--- src/rtl/tfc_pkg.sv ---
package tfc_pkg;
	// address widths of the two cores
	localparam int TFC_MAIN_AW = 23;
	localparam int TFC_COP_AW  = 16;
	localparam int TFC_ADDR_W  = 23;
	// entry word: info byte above the address
	localparam int TFC_INFO_W  = 8;
	localparam int TFC_ENTRY_W = TFC_INFO_W + TFC_ADDR_W;
	// info byte fields
	localparam int TFC_INFO_DEST_BIT = 0;
	localparam int TFC_INFO_COP_BIT  = 1;
	localparam int TFC_INFO_VEC_BIT  = 2;
	// pending queue depth for coinciding events
	localparam int TFC_QDEPTH  = 4;
	localparam int TFC_QPTR_W  = 2;
	localparam logic [TFC_INFO_W-1:0] TFC_INFO_RESET = 8'h00;

	// main processor retired instruction classes
	typedef enum logic [3:0] {
		TFC_MC_OTHER                        = 4'h0,
		TFC_MC_RETURN_FROM_INTERRUPT_INSTR  = 4'h1,
		TFC_MC_RTS                          = 4'h2,
		TFC_MC_RTC                          = 4'h3,
		TFC_MC_JUMP_INSTR_IDX               = 4'h4,
		TFC_MC_JUMP_TO_SUBROUTINE_INSTR_IDX = 4'h5,
		TFC_MC_CALL_IDX                     = 4'h6,
		TFC_MC_JUMP_INSTR                   = 4'h7,
		TFC_MC_JUMP_TO_SUBROUTINE_INSTR     = 4'h8,
		TFC_MC_CALL                         = 4'h9,
		TFC_MC_LONG_BRANCH_ALWAYS_INSTR     = 4'hA,
		TFC_MC_BRANCH_ALWAYS_INSTR          = 4'hB,
		TFC_MC_BRANCH_TO_SUBROUTINE_INSTR   = 4'hC,
		TFC_MC_ENTER_BACKGROUND_INSTR       = 4'hD,
		TFC_MC_COND_BRANCH                  = 4'hE
	} tfc_main_class_t;

	// coprocessor retired instruction classes
	typedef enum logic [1:0] {
		TFC_CC_OTHER     = 2'h0,
		TFC_CC_COND_BR   = 2'h1,
		TFC_CC_JUMP_AND_LINK_INSTR_IDX = 2'h2
	} tfc_cop_class_t;

	// vector kinds taken by the main processor
	typedef enum logic [1:0] {
		TFC_VK_NORMAL   = 2'h0,
		TFC_VK_SOFTWARE_INTERRUPT    = 2'h1,
		TFC_VK_BACKGROUND_DEBUG_MODE = 2'h2
	} tfc_vec_kind_t;

	// writer state, one-hot
	typedef enum logic [1:0] {
		TFC_W_IDLE = 2'b01,
		TFC_W_BUSY = 2'b10
	} tfc_wstate_t;
endpackage

--- src/rtl/tfc_event_queue.sv ---
`timescale 1ns/1ps
module tfc_event_queue
	import tfc_pkg::*;
(
	// clock and reset
	input  wire logic                   mclk,
	input  wire logic                   resetn,
	// up to three entries pushed per cycle, slot 0 oldest
	input  wire logic [2:0]             push_valid,
	input  wire logic [TFC_ENTRY_W-1:0] push_entry0,
	input  wire logic [TFC_ENTRY_W-1:0] push_entry1,
	input  wire logic [TFC_ENTRY_W-1:0] push_entry2,
	// drain side
	output logic                        pop_valid,
	output logic [TFC_ENTRY_W-1:0]      pop_entry,
	input  wire logic                   pop_ready,
	output logic                        overflow
);
	logic [TFC_ENTRY_W-1:0] mem_reg [TFC_QDEPTH];
	logic [TFC_QPTR_W-1:0]  rd_reg;
	logic [TFC_QPTR_W:0]    cnt_reg;
	logic [TFC_QPTR_W:0]    n_acc;
	logic [TFC_QPTR_W:0]    fill;
	logic [2:0]             acc;
	logic                   lost;
	logic                   do_pop;

	assign do_pop = pop_valid && pop_ready;

	// slots beyond the free room are dropped and flagged, never overwrite a held entry
	always_comb
	begin
		fill  = cnt_reg - {2'b00, do_pop};
		n_acc = '0;
		acc   = 3'b000;
		lost  = 1'b0;
		for (int i = 0; i < 3; i++)
		begin
			if (push_valid[i])
			begin
				if (fill + n_acc < 3'(TFC_QDEPTH))
				begin
					acc[i] = 1'b1;
					n_acc  = n_acc + 3'd1;
				end
				else
					lost = 1'b1;
			end
		end
	end

	// storage writes keep arrival order, slot by slot
	always_ff @(posedge mclk)
	begin
		logic [TFC_QPTR_W-1:0] wp;
		wp = rd_reg + cnt_reg[TFC_QPTR_W-1:0];
		for (int i = 0; i < 3; i++)
		begin
			if (acc[i])
			begin
				if (i == 0)
					mem_reg[wp] <= push_entry0;
				else if (i == 1)
					mem_reg[wp] <= push_entry1;
				else
					mem_reg[wp] <= push_entry2;
				wp = wp + 2'd1;
			end
		end
	end

	always_ff @(posedge mclk or negedge resetn)
	begin
		if (!resetn)
		begin
			rd_reg  <= '0;
			cnt_reg <= '0;
		end
		else
		begin
			if (do_pop)
				rd_reg <= rd_reg + 2'd1;
			cnt_reg <= fill + n_acc;
		end
	end

	// sticky loss flag, cleared only by reset
	always_ff @(posedge mclk or negedge resetn)
	begin
		if (!resetn)
			overflow <= 1'b0;
		else if (lost)
			overflow <= 1'b1;
	end

	assign pop_valid = (cnt_reg != '0);
	assign pop_entry = mem_reg[rd_reg];
endmodule

--- src/rtl/tfc_capture.sv ---
`timescale 1ns/1ps
module tfc_capture
	import tfc_pkg::*;
(
	// clock and reset
	input  wire logic                      mclk,
	input  wire logic                      resetn,
	// main processor retire tap
	input  wire logic                      main_retire,
	input  wire tfc_pkg::tfc_main_class_t  main_class,
	input  wire logic                      main_taken,
	input  wire logic [TFC_MAIN_AW-1:0]    main_src_addr,
	input  wire logic [TFC_MAIN_AW-1:0]    main_dest_addr,
	// main processor vector fetch tap
	input  wire logic                      main_vector,
	input  wire tfc_pkg::tfc_vec_kind_t    main_vec_kind,
	input  wire logic [TFC_MAIN_AW-1:0]    main_vec_addr,
	// coprocessor retire tap
	input  wire logic                      cop_retire,
	input  wire tfc_pkg::tfc_cop_class_t   cop_class,
	input  wire logic                      cop_taken,
	input  wire logic                      cop_thread_start,
	input  wire logic [TFC_COP_AW-1:0]     cop_src_addr,
	input  wire logic [TFC_COP_AW-1:0]     cop_dest_addr,
	// trace buffer write port
	output logic                           trace_wr,
	output logic [TFC_ENTRY_W-1:0]         trace_entry,
	input  wire logic                      trace_ready,
	output logic                           trace_overflow
);
	import tfc_pkg::*;

	tfc_wstate_t            state_reg;
	logic [2:0]             push_valid;
	logic [TFC_ENTRY_W-1:0] e_main;
	logic [TFC_ENTRY_W-1:0] e_vec;
	logic [TFC_ENTRY_W-1:0] e_cop;
	logic                   q_valid;
	logic [TFC_ENTRY_W-1:0] q_entry;
	logic                   main_hit;
	logic                   main_dest;
	logic                   vec_hit;
	logic                   cop_hit;
	logic                   cop_dest;
	logic                   q_ready;
	logic [TFC_MAIN_AW-1:0] main_addr;
	logic [TFC_COP_AW-1:0]  cop_addr;
	logic [TFC_ADDR_W-1:0]  cop_addr_ext;
	logic [TFC_INFO_W-1:0]  main_info;
	logic [TFC_INFO_W-1:0]  vec_info;
	logic [TFC_INFO_W-1:0]  cop_info;

	// info byte builder
	function automatic logic [TFC_INFO_W-1:0] info_byte(
		input logic dest,
		input logic cop,
		input logic vec
	);
		logic [TFC_INFO_W-1:0] b;
		b = TFC_INFO_RESET;
		b[TFC_INFO_DEST_BIT] = dest;
		b[TFC_INFO_COP_BIT]  = cop;
		b[TFC_INFO_VEC_BIT]  = vec;
		return b;
	endfunction

	// entry word: info byte above the address
	function automatic logic [TFC_ENTRY_W-1:0] make_entry(
		input logic [TFC_INFO_W-1:0] info,
		input logic [TFC_ADDR_W-1:0] addr
	);
		return {info, addr};
	endfunction

	// main processor classification
	always_comb
	begin
		main_hit  = 1'b0;
		main_dest = 1'b1;
		unique case (main_class)
			TFC_MC_RETURN_FROM_INTERRUPT_INSTR,
			TFC_MC_RTS,
			TFC_MC_RTC:
				main_hit = 1'b1;
			TFC_MC_JUMP_INSTR_IDX,
			TFC_MC_JUMP_TO_SUBROUTINE_INSTR_IDX,
			TFC_MC_CALL_IDX:
				main_hit = 1'b1;
			TFC_MC_COND_BRANCH:
			begin
				main_hit  = main_taken;
				main_dest = 1'b0;
			end
			TFC_MC_JUMP_INSTR,
			TFC_MC_JUMP_TO_SUBROUTINE_INSTR,
			TFC_MC_CALL,
			TFC_MC_LONG_BRANCH_ALWAYS_INSTR,
			TFC_MC_BRANCH_ALWAYS_INSTR,
			TFC_MC_BRANCH_TO_SUBROUTINE_INSTR,
			TFC_MC_ENTER_BACKGROUND_INSTR,
			TFC_MC_OTHER:
				main_hit = 1'b0;
			default:
				main_hit = 1'b0;
		endcase
		main_hit = main_hit && main_retire;
	end

	// vector filter: only ordinary interrupt vectors make an entry
	always_comb
	begin
		vec_hit = 1'b0;
		unique case (main_vec_kind)
			TFC_VK_NORMAL:
				vec_hit = main_vector;
			TFC_VK_SOFTWARE_INTERRUPT,
			TFC_VK_BACKGROUND_DEBUG_MODE:
				vec_hit = 1'b0;
			default:
				vec_hit = 1'b0;
		endcase
	end

	// coprocessor classification
	always_comb
	begin
		cop_hit  = 1'b0;
		cop_dest = 1'b1;
		if (cop_retire)
		begin
			unique case (cop_class)
				TFC_CC_COND_BR:
				begin
					cop_hit  = cop_taken;
					cop_dest = 1'b0;
				end
				TFC_CC_JUMP_AND_LINK_INSTR_IDX:
					cop_hit = 1'b1;
				TFC_CC_OTHER:
					cop_hit = 1'b0;
				default:
					cop_hit = 1'b0;
			endcase
		end
		if (cop_thread_start)
		begin
			cop_hit  = 1'b1;
			cop_dest = 1'b1;
		end
	end

	// address each entry carries
	always_comb
	begin
		main_addr = main_src_addr;
		if (main_dest)
			main_addr = main_dest_addr;
		cop_addr = cop_src_addr;
		if (cop_thread_start || cop_dest)
			cop_addr = cop_dest_addr;
	end

	assign main_info    = info_byte(main_dest, 1'b0, 1'b0);
	assign vec_info     = info_byte(1'b1, 1'b0, 1'b1);
	assign cop_info     = info_byte(cop_dest, 1'b1, 1'b0);
	// coprocessor address zero-extended to the main core width
	assign cop_addr_ext = {{(TFC_ADDR_W-TFC_COP_AW){1'b0}}, cop_addr};
	assign e_main       = make_entry(main_info, main_addr);
	assign e_vec        = make_entry(vec_info, main_vec_addr);
	assign e_cop        = make_entry(cop_info, cop_addr_ext);

	// completed flow entry goes ahead of the coinciding vector
	assign push_valid = {cop_hit, vec_hit, main_hit};
	assign q_ready    = (state_reg == TFC_W_IDLE);

	tfc_event_queue u_queue (
		.mclk        (mclk),
		.resetn      (resetn),
		.push_valid  (push_valid),
		.push_entry0 (e_main),
		.push_entry1 (e_vec),
		.push_entry2 (e_cop),
		.pop_valid   (q_valid),
		.pop_entry   (q_entry),
		.pop_ready   (q_ready),
		.overflow    (trace_overflow)
	);

	// writer: one registered write per entry, in queue order
	always_ff @(posedge mclk or negedge resetn)
	begin
		if (!resetn)
		begin
			state_reg   <= TFC_W_IDLE;
			trace_entry <= '0;
		end
		else
		begin
			unique case (state_reg)
				TFC_W_IDLE:
					if (q_valid)
					begin
						trace_entry <= q_entry;
						state_reg   <= TFC_W_BUSY;
					end
				TFC_W_BUSY:
					if (trace_ready)
						state_reg <= TFC_W_IDLE;
				default:
					state_reg <= TFC_W_IDLE;
			endcase
		end
	end

	assign trace_wr = (state_reg == TFC_W_BUSY);
endmodule

--- config.mk ---
export PLATFORM = sky130hd
export DESIGN_NAME = tfc_capture
export DESIGN_NICKNAME = d
export VERILOG_FILES = /design/src/rtl/tfc_pkg.sv /design/src/rtl/tfc_event_queue.sv /design/src/rtl/tfc_capture.sv
export SDC_FILE = /design/constraint.sdc
export NUM_CORES = 1
export LEC_CHECK = 0
export BUFFER_PORTS_ARGS = -buffer_cell sky130_fd_sc_hd__buf_2
export CORE_MARGIN = 2
export CORE_UTILIZATION = 56
export DETAILED_ROUTE_END_ITERATION = 7
export HOLD_SLACK_MARGIN = 0.1
export PLACE_DENSITY = 0.91
export SLEW_MARGIN = 20
export SYNTH_ARGS = -nofsm -noshare
export SYNTH_HDL_FRONTEND = slang
export SYNTH_SLANG_ARGS = --single-unit
--- constraint.sdc ---
create_clock -name mclk -period 9.5 [get_ports mclk]
set_input_delay 0.95 -clock mclk [delete_from_list [all_inputs] [get_ports mclk]]
set_output_delay 0.95 -clock mclk [all_outputs]
set_load 0.01 [all_outputs]
# --- Word-level counts from Yosys, hierarchy flattened ---
# Memory sizes are Yosys's and may differ from the RTL's. A register that Yosys moved wholly into a read port is not among the register bits.
# Cells that the tools add are included.
# W data, S select, Z words.
word_totals:
  reg_bits: 39
  latch_bits: 0
  ramBits: 104
  rom_bits: 0
  in_bits: 118
  out_inout_bits: 33
  word_cells: 81
  memories: 1
op_classes:
  addsub: 10
  n_mul: 0
  div: 0
  n_lt_le_gt_ge: 3
  eq_ne: 13
  n_shift: 0
  muxes: 40
  bitwise: 0
  n_reduce_logical: 9
memory_table:
  columns: ["name", "depth", "word_bits", "rd", "rd_ports_with_merged_regs", "wr", "line", "text"]
  rows:
  - ["u_queue.mem_reg", 4, 26, 1, 1, 3, "tfc_event_queue.sv:19", "logic [TFC_ENTRY_W-1:0] mem_reg [TFC_QDEPTH];"]
ops:
  columns: ["cell", "count"]
  rows:
  - ["$mux W1", 27]
  - ["$mux W23", 1]
  - ["$mux W16", 1]
  - ["$eq A4 B3 Y1 const B", 3]
  - ["$mux W3", 4]
  - ["$lt A3 B3 Y1 const B", 3]
  - ["$eq A4 B2 Y1 const B", 2]
  - ["$mux W2", 4]
  - ["$add A2 B1 Y2 const B", 3]
  - ["$add A3 B3 Y3", 2]
  - ["$reduce_or A6 Y1", 1]
  - ["$eq A2 B1 Y1 const B", 2]
  - ["$eq A2 B2 Y1 const B", 2]
  - ["$eq A4 B1 Y1 const B", 1]
  - ["$eq A4 B4 Y1 const B", 1]
  - ["$ne A2 B1 Y1 const B", 2]
  - ["$pmux W1 S2", 2]
  - ["$pmux W2 S2", 1]
  - ["$reduce_and A2 Y1", 2]
  - ["$add A3 B1 Y3", 1]
  - ["$add A3 B1 Y3 const B", 1]
  - ["$reduce_bool A3 Y1", 1]
  - ["$sub A3 B1 Y3", 1]
  - ["$add A1 B1 Y2 const B", 1]
  - ["other kinds (5)", 6]

# --- Logic depth before layout (Yosys ltp) ---
depth:
  word_depth: 16
  depth_mapped: 19
  depth_no_buf: 17

# --- Cells and area by module ---
# Synthesis repeated with hierarchy kept, for this count alone.
unflattened:
  cells_unflattened: 665
  hier_area_um2: 10467.5
by_module_without_submodules:
  columns: ["module", "instances", "cells_per_inst", "area_per_inst_um2", "seq_area_each_um2"]
  rows:
  - ["tfc_event_queue", 1, 534, 8543.2, 3873.7]
  - ["tfc_capture", 1, 131, 1924.3, 827.0]

# --- Worst setup path before layout ---
# OpenSTA, ideal clock, no wires.
synth_timing:
  kind: "flip-flop to flip-flop"
  start: "reg state_reg[0]"
  end: "mem u_queue.mem_reg[1][0] (netlist name), enable pin"
  setup_time_ns: 0.376
  t_arrival_ns: 4.392
  required_ns: 9.124
  setup_slack_ns: 4.732
  stages_incl_launch_ff: 17
  path_buffers: 3
  period_less_slack_ns: 4.768
  path_cell_list: "dfstp_2 > nor3b_1 > clkbuf_1 > ha_1 > ha_1 > or2_2 > o21ba_2 > a21oi_2 > ha_1 > nor2b_1 > o21ai_0 > a221oi_1 > o21a_1 > o211ai_1 > buf_6 > buf_6 > nand3_1"
synth_lines:
  columns: ["item", "line", "text"]
  rows:
  - ["from (decl)", "tfc_capture.sv:33", "tfc_wstate_t state_reg;"]
  - ["from (signal assigned)", "tfc_capture.sv:194", "state_reg <= TFC_W_IDLE;"]
  - ["from (signal assigned)", "tfc_capture.sv:204", "state_reg <= TFC_W_BUSY;"]
  - ["from (signal assigned)", "tfc_capture.sv:208", "state_reg <= TFC_W_IDLE;"]
  - ["to (decl)", "tfc_event_queue.sv:19", null]

==> results.json <==
{
  "outcome": "finished, final reports clean",
  "relSlewSlack_pct": 23.0,
  "syn_inst": 626,
  "root_buffer": "clkbuf_16",
  "max-vdd-ir-drop_uv": 163,
  "rsz0062_at_grt": "false",
  "grt_use_met1_pct": 32.8,
  "fin_crit_ns": 6.10,
  "diodes": 0,
  "cp_max_fo": 30,
  "leakagePower_nw": 4.93,
  "power.total_mw": 3.40,
  "synth_top_family_by_area": "multiplexers",
  "antenna_found_initial": 0,
  "synth_compound_area_share_pct": 3.90,
  "synthesis.area_sq_um": 8250,
  "numCtsBuffers": 17,
  "yosysMostFrequentCell": "mux2i_1",
  "required_ns": 9.37,
  "min_to": "u_queue.mem_reg[1][25]",
  "ys_types": 60,
  "grt_overflow": 0,
  "synth_ff_type": "edfxtp_1",
  "synth_mux_area_share_pct": 39.0,
  "cts.htree.levels": 4,
  "holdCritPathClass": "reg2reg",
  "io_pins": 151,
  "path_class": "reg2reg",
  "hpwl_mm": 13.7,
  "synth_fa_ha_area_share_pct": 2.52,
  "worstPathArrival_ns": 5.97,
  "tightest_slew_ns": 1.15,
  "grtUsageTotal_pct": 27.1,
  "totalWireLength_mm": 21.2,
  "ys_ff_latch": 138,
  "postSynthAreaPerCell_sq_um": 13.2,
  "timing.rr.start": "u_queue.cnt_reg[1]",
  "met3_usage_pct": 5.18,
  "r2r_end": "u_queue.mem_reg[1][13]",
  "clkLatencyLatePin_ns": 0.42,
  "yosys-top-cells-count": "mux2i_1 (176), mux2_2 (77), edfxtp_1 (68), dfxtp_1 (36), dfrtp_1 (33)",
  "route.detailed.drc": 0,
  "core_area_sq_um": 14500,
  "vias": 5945,
  "ys_warn_count": 0,
  "holdPathStages": 2,
  "cts_setup_buffers": 0,
  "io_buffers": 145,
  "drt-initial-drc-count": 506,
  "nets": 895,
  "area_growth_pct": 17.0,
  "post-route-period-util_pct": 64.2,
  "clkTransAtPathRegs_ns": 0.06,
  "grt_pass1_wl_mm": 33.4,
  "place_congestion": 0.868,
  "max_cap_viol_count": 0,
  "pre_cts_ws_ns": 3.62,
  "layout_setup_ws_ns": 3.40,
  "yosys.area_share.simple_pct": 5.63,
  "first_global_vias": 6238,
  "dr.pass1.iters": 5,
  "die_y_um": 125,
  "grt_util_met2_pct": 48.2,
  "clock.fmax_ghz": 0.164,
  "drive_above_1_share_pct": 40.4,
  "num_rows": 44,
  "die_x_um": 125,
  "synth_top_area_share_pct": 24.7,
  "cts_hold_buf": 0,
  "netlist_top_cells_area": "edfxtp_1 (25%), mux2i_1 (21%), mux2_2 (11%)",
  "cts.path.max_buffers": 2,
  "finalHoldViolCount": 0,
  "grt_max_degree": 35,
  "nFillCells": 1019,
  "r2r_slack_ns": 3.40,
  "cts.sinks": 138,
  "holdCritStartpoint": "u_queue.mem_reg[1][25]",
  "post_cts_resized": 0,
  "reg2reg_depth": 16,
  "setup_viol": 0,
  "grt_busiest_layer": "met2",
  "crit_path_start_kind": "register",
  "yosysTopAreaCell": "edfxtp_1",
  "powerDensity_nw_per_um2": 352,
  "synth_xor_area_share_pct": 1.35,
  "finalClockSkew_ns": 0.00980,
  "finalSetupTns_ns": 0,
  "async_flop_share_pct": 24.6,
  "die_area_sq_um": 15700,
  "endpoint_kind": "register",
  "via_per_inst": 6.21,
  "initial_utilization_pct": 57.0,
  "ant_nets": 0,
  "yosysSeqAreaShare_pct": 43.8,
  "cts_tree": "built",
  "slew_violations": 0,
  "wl_per_cell_um": 22.2,
  "largest_register_ffs": 104,
  "synth_edf_count": 68
}
-- cells in the final DEF, fill, tap and decap left out, types with 4 or more instances in the layout --
master,synthesis,routed
dfxtp_1,36,36
nor2b_1,4,4
nand4_1,7,7
a31oi_1,6,6
buf_2,14,145
xnor2_1,7,7
nand3_1,14,10
nand2_1,11,11
mux2_2,77,77
nor2_1,30,30
conb_1,1,5
mux2i_1,176,176
nand3_2,0,4
buf_4,7,9
inv_1,14,14
clkbuf_16,0,17
a21oi_1,7,7
ha_1,15,15
mux4_2,26,26
dfrtp_1,33,32
edfxtp_1,68,68
-- stage by stage --
step | hold slack [ns] | instance area (sq um) | util, % | std cells
2_1_floorplan | 0.431 | 8270 | - | 630
3_3_place_gp | 0.438 | 9050 | 62.5 | 926
3_5_place_dp | 0.452 | 9050 | 62.5 | 926
4_1_cts | 0.462 | 9660 | 66.7 | 958
5_1_grt | 0.485 | 9660 | 66.7 | 958
6_report | 0.465 | 9660 | 66.7 | 958
-- power breakdown --
group	internal [mW]	leakage (nW)	switching (mW)	total, mW
combinational	0.709	3.33	0.921	1.63
sequential	0.981	1.32	0.105	1.09
clock	0.416	0.280	0.269	0.686
total	2.11	4.93	1.30	3.40
-- layer usage --
layer  share of wire [%]  vias to the layer above
li1                    -                     2651
met1                  39                     2942
met2                  52                      303
met3                 6.3                       49
met4                 2.2                        0
met5                   0                        -
-- kinds of logic (layout without fill, tap and decap cells) --
kind of cell               count (synthesis)  after routing
DFF                                      138            138
other                                      1              5
muxes                                    279            279
AOI/OAI and AO/OA                         41             41
buffers and inverters                     56            200
adders and majority gates                 16             16
xor gates and xnor gates                  11             11
and+or+nand+nor                           84             84
-- worst max-delay path, cell delays in order (launching register included) --
cell,delay [ns]
dfrtp_1,0.41
nor3_1,0.26
nor3b_2,0.08
buf_4,0.28
ha_1,0.26
ha_1,0.23
xnor2_1,0.90
nand3_1,0.35
inv_1,0.19
ha_1,0.33
nand2b_1,0.11
a211oi_1,0.29
a211oi_1,0.16
o21a_1,0.35
o211ai_1,0.13
buf_4,0.40
nand3_1,0.82
-- final cells by class --
type / count / area [sq um] / area share, %
sequential: 138 / 3620 / 37.4
clock inverter: 13 / 168 / 1.74
clock buffer: 19 / 433 / 4.48
multi-input combinational: 436 / 4360 / 45.2
inverter: 14 / 52.6 / 0.544
timing repair buffer: 154 / 793 / 8.22
tap: 184 / 230 / 2.38
-- worst max-delay path by stage --
stage | from | end | slack, ns | cells past startpoint
after floorplan | state_reg[0] | u_queue.mem_reg[1][0] | 4.73 | 16
after detailed placement | u_queue.cnt_reg[1] | u_queue.mem_reg[1][4] | 3.62 | 16
final | u_queue.cnt_reg[1] | u_queue.mem_reg[1][13] | 3.40 | 16
after CTS | u_queue.cnt_reg[1] | u_queue.mem_reg[1][6] | 3.46 | 16
after global placement | u_queue.cnt_reg[1] | u_queue.mem_reg[1][4] | 4.00 | 16
after global routing | u_queue.cnt_reg[1] | u_queue.mem_reg[1][10] | 3.05 | 16
Note: power is estimated with default switching activity, not from simulation.
